File: src/tf_cfg.svh
`ifndef TF_CFG_SVH
`define TF_CFG_SVH

`define TF_NUM_SEG 23
`define TF_IDX_W 5
`define TF_X_W 15
`define TF_Y_W 25
`define TF_MAG_W 24
`define TF_DIGITS 7
`define TF_DIG_LAST 3'h6
`define TF_DIV_LAST 6'h28
`define TF_FMT_LAST 5'h17
`define TF_PT_HIGH 5'h18
`define TF_Y_LIMIT 24'h98967F
`define TF_X_LO_RST 15'h0000
`define TF_X_HI_RST 15'h7FFF
`define TF_Y_LO_RST 25'h0000000
`define TF_Y_HI_RST 25'h0007FFF
`define TF_CH_PLUS 8'h2B
`define TF_CH_MINUS 8'h2D
`define TF_CH_POINT 8'h2E
`define TF_CH_ZERO 8'h30

`endif

File: src/tf_pkg.sv
`default_nettype none

package tf_pkg;
    typedef enum logic [2:0] {
        write_enable_cmd = 3'b000,
        set_low_endpoint_cmd = 3'b001,
        set_high_endpoint_cmd = 3'b010,
        set_segment_point_cmd = 3'b011,
        erase_segment_points_cmd = 3'b100,
        clear_offset_cmd = 3'b101
    } cmd_e;

    typedef enum logic [2:0] {
        st_idle = 3'b000,
        st_parse = 3'b001,
        st_scan = 3'b010,
        st_div = 3'b011,
        st_fmt = 3'b100
    } state_e;
endpackage : tf_pkg

`default_nettype wire

File: src/tf_text_fmt.sv
`include "tf_cfg.svh"
`default_nettype none

module tf_text_fmt (
    input wire logic clock_i,
    input wire logic sys_rst_i,
    input wire logic start_i,
    input wire logic neg_i,
    input wire logic [`TF_MAG_W-1:0] mag_i,
    output logic done_o,
    output logic [71:0] text_o
);
    logic busy_q, busy_d;
    logic done_q, done_d;
    logic neg_q, neg_d;
    logic [4:0] cnt_q, cnt_d;
    logic [`TF_MAG_W-1:0] bin_q, bin_d;
    logic [27:0] bcd_q, bcd_d;
    logic [71:0] text_q, text_d;
    logic [27:0] adj;

    // Double dabble: one bit per cycle keeps the adder count at seven nibbles
    always_comb
    begin
        busy_d = busy_q;
        done_d = 1'b0;
        neg_d = neg_q;
        cnt_d = cnt_q;
        bin_d = bin_q;
        bcd_d = bcd_q;
        text_d = text_q;
        adj = bcd_q;
        for (int i = 0; i < `TF_DIGITS; i++)
        begin
            if (bcd_q[4*i +: 4] > 4'h4)
            begin
                adj[4*i +: 4] = bcd_q[4*i +: 4] + 4'h3;
            end
        end
        if (start_i && !busy_q)
        begin
            busy_d = 1'b1;
            neg_d = neg_i;
            bin_d = mag_i;
            bcd_d = 28'h0000000;
            cnt_d = 5'h00;
        end
        else if (busy_q)
        begin
            bcd_d = {adj[26:0], bin_q[`TF_MAG_W-1]};
            bin_d = {bin_q[`TF_MAG_W-2:0], 1'b0};
            cnt_d = cnt_q + 5'h01;
            if (cnt_q == `TF_FMT_LAST)
            begin
                busy_d = 1'b0;
                done_d = 1'b1;
                // Sign, five digits, point, two digits
                text_d = {(neg_q ? `TF_CH_MINUS : `TF_CH_PLUS),
                    `TF_CH_ZERO | {4'h0, bcd_d[27:24]},
                    `TF_CH_ZERO | {4'h0, bcd_d[23:20]},
                    `TF_CH_ZERO | {4'h0, bcd_d[19:16]},
                    `TF_CH_ZERO | {4'h0, bcd_d[15:12]},
                    `TF_CH_ZERO | {4'h0, bcd_d[11:8]},
                    `TF_CH_POINT,
                    `TF_CH_ZERO | {4'h0, bcd_d[7:4]},
                    `TF_CH_ZERO | {4'h0, bcd_d[3:0]}};
            end
        end
    end

    always_ff @(posedge clock_i)
    begin
        if (sys_rst_i)
        begin
            busy_q <= 1'b0;
            done_q <= 1'b0;
            neg_q <= 1'b0;
            cnt_q <= 5'h00;
            bin_q <= '0;
            bcd_q <= 28'h0000000;
            text_q <= {`TF_CH_PLUS, {5{`TF_CH_ZERO}}, `TF_CH_POINT,
                {2{`TF_CH_ZERO}}};
        end
        else
        begin
            busy_q <= busy_d;
            done_q <= done_d;
            neg_q <= neg_d;
            cnt_q <= cnt_d;
            bin_q <= bin_d;
            bcd_q <= bcd_d;
            text_q <= text_d;
        end
    end

    assign done_o = done_q;
    assign text_o = text_q;
endmodule : tf_text_fmt

`default_nettype wire

File: src/transfer_function_programmer.sv
// Summary of operation
// - Readings leave as sign, 5 digits, point, 2
// - Low command captures live converter sample as X
// - Low command parses signed argument as Y
// - New low point used at once
// - Point commands overwrite their entry completely
// - High and segment commands capture X, Y alike
// - Protected commands need a preceding write enable
// - Erase removes every segment point
// - Erase keeps both endpoints
// - Converter samples are 15 bits, 32768 counts
// - Reading outside endpoint span reports overload
// - Clear-offset command zeroes the offset register
// - Only digital scaling, no analog controls
`include "tf_cfg.svh"
`default_nettype none

module transfer_function_programmer #(
    parameter int NUM_SEG = `TF_NUM_SEG
) (
    input wire logic clock_i,
    input wire logic sys_rst_i,
    input wire logic cmd_valid_i,
    input wire logic [2:0] cmd_code_i,
    input wire logic [`TF_IDX_W-1:0] cmd_index_i,
    input wire logic cmd_arg_neg_i,
    input wire logic [27:0] cmd_arg_bcd_i,
    input wire logic adc_valid_i,
    input wire logic [`TF_X_W-1:0] adc_data_i,
    input wire logic offset_load_i,
    input wire logic [`TF_Y_W-1:0] offset_val_i,
    output logic cmd_ready_o,
    output logic cmd_done_o,
    output logic cmd_refused_o,
    output logic reading_valid_o,
    output logic [71:0] reading_text_o,
    output logic overload_o
);
    tf_pkg::state_e state_q, state_d;
    tf_pkg::cmd_e cmd_q, cmd_d;
    logic we_q, we_d;
    logic done_q, done_d;
    logic ref_q, ref_d;
    logic ovl_q, ovl_d;
    logic pend_q, pend_d;
    logic neg_q, neg_d;
    logic [`TF_IDX_W-1:0] idx_q, idx_d, k_q, k_d;
    logic [27:0] arg_q, arg_d;
    logic [`TF_MAG_W-1:0] acc_q, acc_d;
    logic [5:0] cnt_q, cnt_d;
    // X values are raw 15-bit samples, 32768 counts
    logic [`TF_X_W-1:0] adc_q, adc_d, xcap_q, xcap_d, x_q, x_d;
    logic [`TF_X_W-1:0] x_lo_q, x_lo_d, x_hi_q, x_hi_d;
    logic [`TF_Y_W-1:0] y_lo_q, y_lo_d, y_hi_q, y_hi_d, ofs_q, ofs_d;
    logic [`TF_Y_W-1:0] ya_q, ya_d;
    logic [15:0] rem_q, rem_d, dvsr_q, dvsr_d;
    logic [40:0] dvd_q, dvd_d;
    logic qneg_q, qneg_d;
    logic [`TF_X_W-1:0] seg_x_q [NUM_SEG];
    logic [`TF_X_W-1:0] seg_x_d [NUM_SEG];
    logic [`TF_Y_W-1:0] seg_y_q [NUM_SEG];
    logic [`TF_Y_W-1:0] seg_y_d [NUM_SEG];
    logic [NUM_SEG-1:0] seg_ok_q, seg_ok_d;
    logic seg_wr, erase_all, fmt_start, fmt_neg, fmt_done;
    logic [`TF_MAG_W-1:0] fmt_mag, acc_n;
    logic [`TF_Y_W-1:0] y_new;
    logic [`TF_IDX_W-1:0] nxt;
    logic [`TF_X_W-1:0] xa, xb;
    logic [`TF_Y_W-1:0] yb;
    logic [25:0] dy;
    logic [25:0] dy_mag;
    logic [16:0] rem_n;
    logic [40:0] dvd_n;
    logic [27:0] sum;
    logic [27:0] sum_mag;

    // Point list: 0 is the low end, 1..NUM_SEG segment points, then high
    always_comb
    begin
        xa = (k_q == 5'h00) ? x_lo_q : seg_x_q[k_q - 5'h01];
        nxt = `TF_PT_HIGH;
        if (k_q < 5'(NUM_SEG) && seg_ok_q[k_q])
        begin
            nxt = k_q + 5'h01;
        end
        xb = (nxt == `TF_PT_HIGH) ? x_hi_q : seg_x_q[nxt - 5'h01];
        yb = (nxt == `TF_PT_HIGH) ? y_hi_q : seg_y_q[nxt - 5'h01];
    end

    always_comb
    begin
        state_d = state_q;
        cmd_d = cmd_q;
        we_d = we_q;
        done_d = 1'b0;
        ref_d = 1'b0;
        ovl_d = ovl_q;
        pend_d = pend_q;
        neg_d = neg_q;
        idx_d = idx_q;
        k_d = k_q;
        arg_d = arg_q;
        acc_d = acc_q;
        cnt_d = cnt_q;
        adc_d = adc_q;
        xcap_d = xcap_q;
        x_d = x_q;
        x_lo_d = x_lo_q;
        x_hi_d = x_hi_q;
        y_lo_d = y_lo_q;
        y_hi_d = y_hi_q;
        ofs_d = ofs_q;
        ya_d = ya_q;
        rem_d = rem_q;
        dvsr_d = dvsr_q;
        dvd_d = dvd_q;
        qneg_d = qneg_q;
        seg_wr = 1'b0;
        erase_all = 1'b0;
        fmt_start = 1'b0;
        fmt_neg = 1'b0;
        fmt_mag = '0;
        acc_n = 24'((acc_q << 3) + (acc_q << 1) + {20'h00000, arg_q[27:24]});
        y_new = neg_q ? -{1'b0, acc_n} : {1'b0, acc_n};
        dy = 26'({yb[24], yb} - {ya_q[24], ya_q});
        dy_mag = dy[25] ? -dy : dy;
        rem_n = {rem_q, dvd_q[40]};
        dvd_n = {dvd_q[39:0], 1'b0};
        if (rem_n >= {1'b0, dvsr_q})
        begin
            rem_n = rem_n - {1'b0, dvsr_q};
            dvd_n[0] = 1'b1;
        end
        sum = 28'({{3{ya_q[24]}}, ya_q} + {{3{ofs_q[24]}}, ofs_q}
            + (qneg_q ? -{2'b00, dvd_n[25:0]} : {2'b00, dvd_n[25:0]}));
        sum_mag = sum[27] ? -sum : sum;
        if (adc_valid_i)
        begin
            adc_d = adc_data_i;
            pend_d = 1'b1;
        end
        if (offset_load_i)
        begin
            ofs_d = offset_val_i;
        end
        unique case (state_q)
            tf_pkg::st_idle:
            begin
                if (cmd_valid_i)
                begin
                    cmd_d = tf_pkg::cmd_e'(cmd_code_i);
                    idx_d = cmd_index_i;
                    neg_d = cmd_arg_neg_i;
                    arg_d = cmd_arg_bcd_i;
                    acc_d = '0;
                    cnt_d = 6'h00;
                    xcap_d = adc_q;
                    we_d = 1'b0;
                    if (cmd_code_i == tf_pkg::write_enable_cmd)
                    begin
                        we_d = 1'b1;
                        done_d = 1'b1;
                    end
                    else if (!we_q || cmd_code_i > tf_pkg::clear_offset_cmd
                        || (cmd_code_i == tf_pkg::set_segment_point_cmd
                        && cmd_index_i >= 5'(NUM_SEG)))
                    begin
                        ref_d = 1'b1;
                    end
                    else if (cmd_code_i == tf_pkg::erase_segment_points_cmd)
                    begin
                        erase_all = 1'b1;
                        done_d = 1'b1;
                    end
                    else if (cmd_code_i == tf_pkg::clear_offset_cmd)
                    begin
                        ofs_d = '0;
                        done_d = 1'b1;
                    end
                    else
                    begin
                        state_d = tf_pkg::st_parse;
                    end
                end
                else if (pend_q)
                begin
                    pend_d = adc_valid_i;
                    x_d = adc_q;
                    k_d = 5'h00;
                    // Overload reads as the limit with its sign
                    if (adc_q < x_lo_q || adc_q > x_hi_q)
                    begin
                        ovl_d = 1'b1;
                        fmt_start = 1'b1;
                        fmt_neg = adc_q < x_lo_q;
                        fmt_mag = `TF_Y_LIMIT;
                        state_d = tf_pkg::st_fmt;
                    end
                    else
                    begin
                        ovl_d = 1'b0;
                        ya_d = y_lo_q;
                        state_d = tf_pkg::st_scan;
                    end
                end
            end
            tf_pkg::st_parse:
            begin
                // Argument digits arrive most significant first
                acc_d = acc_n;
                arg_d = {arg_q[23:0], 4'h0};
                cnt_d = cnt_q + 6'h01;
                if (cnt_q[2:0] == `TF_DIG_LAST)
                begin
                    state_d = tf_pkg::st_idle;
                    done_d = 1'b1;
                    // Stored pair replaces the old one outright
                    unique case (cmd_q)
                        tf_pkg::set_low_endpoint_cmd:
                        begin
                            x_lo_d = xcap_q;
                            y_lo_d = y_new;
                        end
                        tf_pkg::set_high_endpoint_cmd:
                        begin
                            x_hi_d = xcap_q;
                            y_hi_d = y_new;
                        end
                        default:
                        begin
                            seg_wr = 1'b1;
                        end
                    endcase
                end
            end
            tf_pkg::st_scan:
            begin
                // Table is read live, so fresh points apply at once
                if (x_q <= xb)
                begin
                    dvsr_d = {1'b0, xb - xa};
                    // Both factors at full width so no product bit is lost
                    dvd_d = {15'h0000, dy_mag}
                        * {26'h0000000, x_q - xa};
                    qneg_d = dy[25];
                    rem_d = 16'h0000;
                    cnt_d = 6'h00;
                    if (xb == xa)
                    begin
                        dvd_d = '0;
                        dvsr_d = 16'h0001;
                    end
                    state_d = tf_pkg::st_div;
                end
                else
                begin
                    k_d = nxt;
                    ya_d = yb;
                end
            end
            tf_pkg::st_div:
            begin
                rem_d = rem_n[15:0];
                dvd_d = dvd_n;
                cnt_d = cnt_q + 6'h01;
                if (cnt_q == `TF_DIV_LAST)
                begin
                    fmt_start = 1'b1;
                    fmt_neg = sum[27];
                    fmt_mag = (sum_mag[26:0] > {3'h0, `TF_Y_LIMIT}) ?
                        `TF_Y_LIMIT : sum_mag[23:0];
                    state_d = tf_pkg::st_fmt;
                end
            end
            tf_pkg::st_fmt:
            begin
                if (fmt_done)
                begin
                    state_d = tf_pkg::st_idle;
                end
            end
            default:
            begin
                state_d = tf_pkg::st_idle;
            end
        endcase
    end

    always_ff @(posedge clock_i)
    begin
        if (sys_rst_i)
        begin
            state_q <= tf_pkg::st_idle;
            cmd_q <= tf_pkg::write_enable_cmd;
            {we_q, done_q, ref_q, ovl_q, pend_q, neg_q, qneg_q} <= 7'h00;
            idx_q <= '0;
            k_q <= '0;
            arg_q <= '0;
            acc_q <= '0;
            cnt_q <= 6'h00;
            adc_q <= '0;
            xcap_q <= '0;
            x_q <= '0;
            x_lo_q <= `TF_X_LO_RST;
            x_hi_q <= `TF_X_HI_RST;
            y_lo_q <= `TF_Y_LO_RST;
            y_hi_q <= `TF_Y_HI_RST;
            ofs_q <= '0;
            ya_q <= '0;
            rem_q <= 16'h0000;
            dvsr_q <= 16'h0001;
            dvd_q <= '0;
        end
        else
        begin
            state_q <= state_d;
            cmd_q <= cmd_d;
            {we_q, done_q, ref_q, ovl_q, pend_q, neg_q, qneg_q} <=
                {we_d, done_d, ref_d, ovl_d, pend_d, neg_d, qneg_d};
            idx_q <= idx_d;
            k_q <= k_d;
            arg_q <= arg_d;
            acc_q <= acc_d;
            cnt_q <= cnt_d;
            adc_q <= adc_d;
            xcap_q <= xcap_d;
            x_q <= x_d;
            x_lo_q <= x_lo_d;
            x_hi_q <= x_hi_d;
            y_lo_q <= y_lo_d;
            y_hi_q <= y_hi_d;
            ofs_q <= ofs_d;
            ya_q <= ya_d;
            rem_q <= rem_d;
            dvsr_q <= dvsr_d;
            dvd_q <= dvd_d;
        end
    end

    // Gain and offset of the analog path have no control here
    for (genvar g = 0; g < NUM_SEG; g++)
    begin : g_seg
        always_comb
        begin
            seg_x_d[g] = seg_x_q[g];
            seg_y_d[g] = seg_y_q[g];
            seg_ok_d[g] = seg_ok_q[g] & ~erase_all;
            if (seg_wr && idx_q == 5'(g))
            begin
                seg_x_d[g] = xcap_q;
                seg_y_d[g] = y_new;
                seg_ok_d[g] = 1'b1;
            end
        end

        always_ff @(posedge clock_i)
        begin
            if (sys_rst_i)
            begin
                seg_x_q[g] <= '0;
                seg_y_q[g] <= '0;
                seg_ok_q[g] <= 1'b0;
            end
            else
            begin
                seg_x_q[g] <= seg_x_d[g];
                seg_y_q[g] <= seg_y_d[g];
                seg_ok_q[g] <= seg_ok_d[g];
            end
        end
    end

    tf_text_fmt u_fmt (
        .clock_i(clock_i),
        .sys_rst_i(sys_rst_i),
        .start_i(fmt_start),
        .neg_i(fmt_neg),
        .mag_i(fmt_mag),
        .done_o(fmt_done),
        .text_o(reading_text_o)
    );

    assign cmd_ready_o = state_q == tf_pkg::st_idle;
    assign cmd_done_o = done_q;
    assign cmd_refused_o = ref_q;
    assign reading_valid_o = fmt_done;
    assign overload_o = ovl_q;

    AST_TEXT_LAYOUT: assert property (@(posedge clock_i) disable iff (sys_rst_i)
        reading_valid_o |-> reading_text_o[23:16] == `TF_CH_POINT
        && (reading_text_o[71:64] == `TF_CH_PLUS
        || reading_text_o[71:64] == `TF_CH_MINUS))
        else $error("reading text layout wrong");
    AST_LOW_X: assert property (@(posedge clock_i) disable iff (sys_rst_i)
        cmd_ready_o && cmd_valid_i && we_q
        && cmd_code_i == tf_pkg::set_low_endpoint_cmd
        |-> ##8 x_lo_q == $past(adc_q, 8))
        else $error("low X not the captured sample");
    AST_LOW_Y_SIGN: assert property (@(posedge clock_i) disable iff (sys_rst_i)
        cmd_ready_o && cmd_valid_i && we_q && cmd_arg_bcd_i != 28'h0
        && cmd_code_i == tf_pkg::set_low_endpoint_cmd
        |-> ##8 y_lo_q[24] == $past(cmd_arg_neg_i, 8))
        else $error("low Y sign wrong");
    AST_HIGH_X: assert property (@(posedge clock_i) disable iff (sys_rst_i)
        cmd_ready_o && cmd_valid_i && we_q
        && cmd_code_i == tf_pkg::set_high_endpoint_cmd
        |-> ##8 x_hi_q == $past(adc_q, 8) && cmd_done_o)
        else $error("high X not the captured sample");
    AST_NEED_WE: assert property (@(posedge clock_i) disable iff (sys_rst_i)
        cmd_ready_o && cmd_valid_i && !we_q
        && cmd_code_i != tf_pkg::write_enable_cmd
        |=> cmd_refused_o && !cmd_done_o && $stable(x_lo_q))
        else $error("protected command not refused");
    AST_ERASE: assert property (@(posedge clock_i) disable iff (sys_rst_i)
        cmd_ready_o && cmd_valid_i && we_q
        && cmd_code_i == tf_pkg::erase_segment_points_cmd
        |=> seg_ok_q == '0)
        else $error("erase left segment points");
    AST_ERASE_KEEP: assert property (@(posedge clock_i) disable iff (sys_rst_i)
        erase_all |=> $stable(x_lo_q) && $stable(x_hi_q)
        && $stable(y_lo_q) && $stable(y_hi_q))
        else $error("erase touched endpoints");
    AST_OVERLOAD: assert property (@(posedge clock_i) disable iff (sys_rst_i)
        cmd_ready_o && !cmd_valid_i && pend_q && adc_q > x_hi_q
        |=> overload_o ##[1:30] reading_valid_o)
        else $error("overload not reported");
    AST_CLEAR_OFS: assert property (@(posedge clock_i) disable iff (sys_rst_i)
        cmd_ready_o && cmd_valid_i && we_q && !offset_load_i
        && cmd_code_i == tf_pkg::clear_offset_cmd |=> ofs_q == '0)
        else $error("offset not cleared");
    AST_INTERP_ENDS: assert property (@(posedge clock_i) disable iff (sys_rst_i)
        state_q == tf_pkg::st_scan |-> ##[1:100] reading_valid_o)
        else $error("interpolation did not finish");
endmodule : transfer_function_programmer

`default_nettype wire

File: config.mk
export PLATFORM = sky130hd
export DESIGN_NAME = transfer_function_programmer
export DESIGN_NICKNAME = d
export VERILOG_FILES = /design/src/tf_pkg.sv /design/src/tf_text_fmt.sv /design/src/transfer_function_programmer.sv
export VERILOG_INCLUDE_DIRS = /design/src
export SDC_FILE = /design/constraint.sdc
export NUM_CORES = 2
export LEC_CHECK = 0
export ABC_AREA = 1
export BUFFER_PORTS_ARGS = -buffer_cell sky130_fd_sc_hd__buf_2
export CORE_MARGIN = 5
export CORE_UTILIZATION = 55
export CTS_CLUSTER_DIAMETER = 150
export CTS_CLUSTER_SIZE = 28
export DETAILED_ROUTE_END_ITERATION = 7
export PLACE_DENSITY = 0.7
export SYNTH_ARGS = -nofsm -noshare
export SYNTH_HDL_FRONTEND = slang
export SYNTH_SLANG_ARGS = --single-unit
File: constraint.sdc
create_clock -name clock_i -period 32 [get_ports clock_i]
set_input_delay 0 -clock clock_i [delete_from_list [all_inputs] [get_ports clock_i]]
set_output_delay 0 -clock clock_i [all_outputs]
set_load 0.1 [all_outputs]
Word-level counts from Yosys, hierarchy flattened --
Memories as Yosys holds them, arrays and structs flattened. Cells that the tools add are included.
Cells by class: $add $sub $neg 24, multipliers 1, magnitude comparators 16, eq/ne operators 73, multiplexer cells 222, bitwise gates (word level) 74, reduce and logical (&&, ||, !) cells 80
Operator list (count):
- 2-to-1 mux 25 bit | 59
- 2-to-1 mux 15 bit | 49
- 2-to-1 mux 24 bit | 7
- 2-to-1 mux 41 bit | 2
- case mux 41 bit (2 select lines) | 1
- 2-to-1 mux 1 bit | 60
- 2-to-1 mux 28 bit | 2
- case mux 28 bit (2 select lines) | 1
- AND reduction 2 bit | 27
- case mux 25 bit (2 select lines) | 1
- case mux 24 bit (2 select lines) | 1
- OR 1 bit | 46
- case mux 23 bit (2 select lines) | 1
- == test 5 bit (second input constant) | 9
- multiplier 26 x 15 -> 41 bit | 1
- == test 5 x 4 -> 1 bit (second input constant) | 8
- 2-to-1 mux 3 bit | 13
- 2-to-1 mux 16 bit | 2
- case mux 16 bit (2 select lines) | 1
- subtractor 15 bit | 2
- adder 28 bit | 1
- > comparator 4 x 3 -> 1 bit (second input constant) | 7
- negation 26 -> 28 bit | 1
- > comparator 27 x 24 -> 1 bit (second input constant) | 1
- other kinds (61) | 187
Storage, ports and cells: register bits after elaboration 447, bits in writable memories 920, input port bits 82, output and inout bits 77, logic and storage cells 548, memories 2
Memories:
- seg_y_q | depth 23, width 25, read ports 1, clocked after Yosys merged registers in 0, wr ports 23, line transfer_function_programmer.sv:61 | logic [`TF_Y_W-1:0] seg_y_q [NUM_SEG];
- seg_x_q | depth 23, width 15, read ports 2, clocked after Yosys merged registers in 0, wr ports 23, line transfer_function_programmer.sv:59 | logic [`TF_X_W-1:0] seg_x_q [NUM_SEG];

Longest topological paths before layout --
An unclocked memory read counts as a cell.
word-level depth 14, gate-level depth with buffers 80, gate-level depth less buffers 73

By module --
A second synthesis with hierarchy kept.
Second synthesis, totals: cell total of the unflattened synthesis 11053, area total of the unflattened synthesis 87929.3 um^2
Modules (own cells, without submodules):
- transfer_function_programmer | times used 1, cells an instance 10304, area an instance 83087.2 um^2, sequential area each 34633.2 um^2
- tf_text_fmt | times used 1, cells an instance 749, area an instance 4842.1 um^2, sequential area each 1801.7 um^2

Worst setup path after synthesis --
OpenSTA, ideal clock, no wires.
path type flip-flop to flip-flop, start reg k_q[0], end reg dvd_q[35], setup time 0.132 ns, arrival 11.553 ns, data required time 31.868 ns, setup slack 20.315 ns, stages on the path, launching flop included 65, path buffers 10, clock period less this slack 11.685 ns, path through dfxtp_1 > buf_4 > inv_2 > buf_2 > clkbuf_1 > buf_1 > buf_1 > ha_1 > nand2_1 > ha_1 > clkbuf_1 > inv_1 > clkbuf_1 > clkbuf_1 > clkbuf_1 > nand2_1 > o211ai_1 > o211ai_1 > [29 not listed] > inv_1 > ha_1 > a21oi_1 > o21ai_0 > a21oi_1 > nand2_1 > a21oi_1 > o21bai_1 > a21o_1 > nand2_1 > nand2_1 > nand2_1 > nand2_1 > or2_2 > nand3_1 > nand2_1 > nand2_1 > a21oi_1
Between the ends: cells in the longest elaborated chain, start to end 14, elaborated cells between the ends (all ways) 27, classes of those cells add/sub (6); mul (1); order compare (2); eq/ne (3); mux (10); reduce/logical (3); memory (2)
RTL lines:
- from (decl) | line transfer_function_programmer.sv:47 | logic [`TF_IDX_W-1:0] idx_q, idx_d, k_q, k_d;
- from (signal assigned) | line transfer_function_programmer.sv:321 | k_q <= k_d;
- binary-select mux 1 bit (select 5 bit) | line transfer_function_programmer.sv:82 | if (k_q < 5'(NUM_SEG) && seg_ok_q[k_q])
- 2-to-1 mux 1 bit (not written as such) | line transfer_function_programmer.sv:82
- logical AND 1 bit | line transfer_function_programmer.sv:82
- 2-to-1 mux 5 bit | line transfer_function_programmer.sv:82
- subtractor 5 x 1 -> 5 bit | line transfer_function_programmer.sv:86, transfer_function_programmer.sv:87
- memory (23 x 25 bit)
- 2-to-1 mux 25 bit | line transfer_function_programmer.sv:87 | yb = (nxt == `TF_PT_HIGH) ? y_hi_q : seg_y_q[nxt - 5'h01];
- subtractor 25 x 25 -> 26 bit | line transfer_function_programmer.sv:125 | dy = 26'({yb[24], yb} - {ya_q[24], ya_q});
- negation 26 bit | line transfer_function_programmer.sv:126 | dy_mag = dy[25] ? -dy : dy;
- 2-to-1 mux 26 bit | line transfer_function_programmer.sv:126
- multiplier 26 x 15 -> 41 bit | line transfer_function_programmer.sv:244 | * {26'h0000000, x_q - xa};
- 2-to-1 mux 41 bit | line transfer_function_programmer.sv:248 | if (xb == xa)
- 2-to-1 mux 41 bit | line transfer_function_programmer.sv:239 | if (x_q <= xb)
- case mux 41 bit (2 select lines) | line transfer_function_programmer.sv:146 | unique case (state_q)
- to (signal assigned) | line transfer_function_programmer.sv:336 | dvd_q <= dvd_d;
- to (decl) | line transfer_function_programmer.sv:57 | logic [40:0] dvd_q, dvd_d;
Parallel ways exist; a longest one is shown, timed or not. The select of a mux whose other input is x is not followed. A chain may end at the register's enable or synchronous reset.

Final worst setup path --
Same ends and word-level chain as after synthesis.

==> impl_metrics.yaml <==
logic_synthesis:
  yosysUniqueCellTypes: 78
  ys_seq_elements: 1360
  yosys-top-cells-area: "edfxtp_1 32%, dfxtp_1 10%, nand2_1 9.7%, fa_1 7.3%, nor2_1 7.2%"
  synth_top_area_share: 0.3174
  yosys_most_used_dff: "edfxtp_1"
  postSynthCellCount: 10760
  ys_seq_area_frac: 0.4186
  synth_area_sq_um: 87030
  synth-edff-count: 920
  syn_area_per_cell_sq_um: 8.089
  yosysWarnings: 0
  synthArstFlopShare: 0
  yosys.area.top_type: "edfxtp_1"
grt:
  grt_pass1_wl_mm: 434.0
  antenna_found_initial: 13
  overflow: 0
  grt_pass1_vias: 73100
  grt_max_degree: 196
  grtUsageTotal: 0.3338
clocking:
  cts_buffers: 55
  ctsHoldBuffers: 158
  ctsRootBufferMaster: "clkbuf_16"
  cts_setup_buffers: 0
  tritoncts: "done"
  cts.htree.levels: 2
  insertion_delay_ps: 780
  postCtsResizedCells: 0
  clock_sinks: 1360
  clk_pin_slew_ps: 120
  cts_buffer_depth: 3
placed_design:
  dpl_worst_slack_ps: 15520
  gp_congestion: 0.9390
  hpwl_mm: 186.7
  port_buffers: 116
floorplanning:
  rows: 146
  start_util: 0.5514
  die_h_um: 407.8
  die_x_um: 407.8
  die_area_sq_um: 166300
  core_area_sq_um: 157800
  io_pins: 159
sta:
  finalHoldViolCount: 0
  worst_slack_ps: 15290
  fmax_mhz: 59.85
  setup_viol: 0
  fin_worst_skew_ps: 90.61
  tightest_slew_ps: 1302
  min_period_over_period: 0.5221
  min_period_ps: 16710
  slew_viol_final: 0
  tns_ps: 0
  rsz0062_at_grt: "false"
  slew_headroom: 0.1242
job:
  cap_viol_max_count: 0
outcome:
  status: "completed"
layout:
  drive_gt1_frac: 0.05456
  mostFrequentLayoutCell: "nand2_1"
  final_cell_mix: "2226 x nand2_1, 1662 x nor2_1, 1039 x inv_1"
  syn2layout_area_growth_pct: 5.679
  fillers: 14280
  final_nets: 11310
critical_path:
  crit_type: "flip-flop to flip-flop"
  timing.critical_path.mode_cell: "nand2_1"
  crit_required_ps: 32560
  start_kind: "flip-flop"
  cpMaxStageDelayCell: "buf_4"
  max_stage_delay_ps: 900
  cp.arrival_ps: 17260
  path_max_fanout: 101
  end_kind: "flip-flop"
drt:
  dr.pass1.iters: 6
  vias: 76210
  avgRoutedWirePerCell_um: 22.62
  drt_iter0_drc: 9314
  drt_wl_total_mm: 287.2
  vias_per_cell: 6.002
  postRouteAntennaNets: 0
  drc: 0
min_path:
  hold_path.class: "input port to flip-flop"
## cell families (layout without fill, tap and decap cells)
kind of cell | after synthesis | in the layout | synth area share
AND/OR/NAND/NOR | 4978 | 4978 | 0.2369
buffers and inverters | 1786 | 1599 | 0.08222
AO/OA/AOI/OAI | 1750 | 1750 | 0.1172
flip-flops | 1360 | 1360 | 0.4186
adder cells (fa/ha/maj) | 654 | 654 | 0.1214
XOR/XNOR | 203 | 203 | 0.02060
multiplexers | 26 | 26 | 0.002990
other | 2 | 54 | 0.00008629
## metrics by stage
stage	std cells	utilization	hold WS, ps	area, sq um
floorplan	10800	-	134.9	87180
global placement	12430	0.5622	231.1	88740
detailed placement	12430	0.5622	239.0	88740
CTS	12680	0.5826	31.89	91950
global route	12690	0.5827	85.65	91970
finish	12700	0.5828	102.3	91980
## cells in the mapped netlist, types with 46 or more instances
master and count:
buf_2 95, dfxtp_1 440, fa_1 318, o21ai_0 523, nor3_1 68, edfxtp_1 920
inv_1 1043, xor2_1 152, a21oi_1 726, nand2_1 2250, a211oi_1 46, o211ai_1 96
ha_1 336, clkbuf_1 479, nor2_1 1667, nand2_2 66, nand4_1 60, buf_4 50
xnor2_1 49, nand3_1 739
## worst max-delay path: cells and delay by family (launching register included)
kind	cells	cell delay, ps
adder cells (fa/ha/maj)	10	4660
AND/OR/NAND/NOR	26	3770
flip-flops	1	810
AO/OA/AOI/OAI	14	2550
XOR/XNOR	2	1040
buffers and inverters	10	3370
## path summary, 6_finish.rpt
kind / from / end / slack (ps) / cells past startpoint
max reg2reg: k_q[0] / dvd_q[35] / 15290 / 62
max: k_q[0] / dvd_q[35] / 15290 / 62
min: cmd_arg_bcd_i[1] / arg_q[1] / 100 / 4
min reg2reg: u_fmt.neg_q / u_fmt.text_o[65] / 450 / 1
## routing by layer
metal,vias up,share of wire,global-route usage,wire [um]
met3,736,0.10,0.05953,29010
li1,34940,-,-,-
met1,36390,0.39,0.4430,112900
met2,4133,0.46,0.5447,131800
met4,0,0.047,0.1360,13540
met5,-,0,0,0
## state kept, by name (all words and copies together), names as in the netlist, 28 cells and up
| name | count |
|---|---|
| u_fmt.text_o | 30 |
| seg_x_q | 345 |
| u_fmt.bcd_q | 28 |
| seg_y_q | 575 |
| dvd_q | 41 |
| arg_q | 28 |
## cell type report
| cell class | instances | area, sq um | area share |
|---|---|---|---|
| well taps | 2072 | 2592 | 0.02819 |
| multi-input cells | 7653 | 44000 | 0.4784 |
| clock inverters | 6 | 102.6 | 0.001115 |
| flip-flops and latches | 1360 | 36440 | 0.3962 |
| inverters | 1102 | 4161 | 0.04524 |
| diodes | 12 | 30.03 | 0.0003265 |
| clock buffers | 94 | 1523 | 0.01656 |
| repair buffers | 397 | 3129 | 0.03402 |
Power is not shown: default switching activity piles up to over one toggle a cycle in this logic, so the estimate is an artifact.
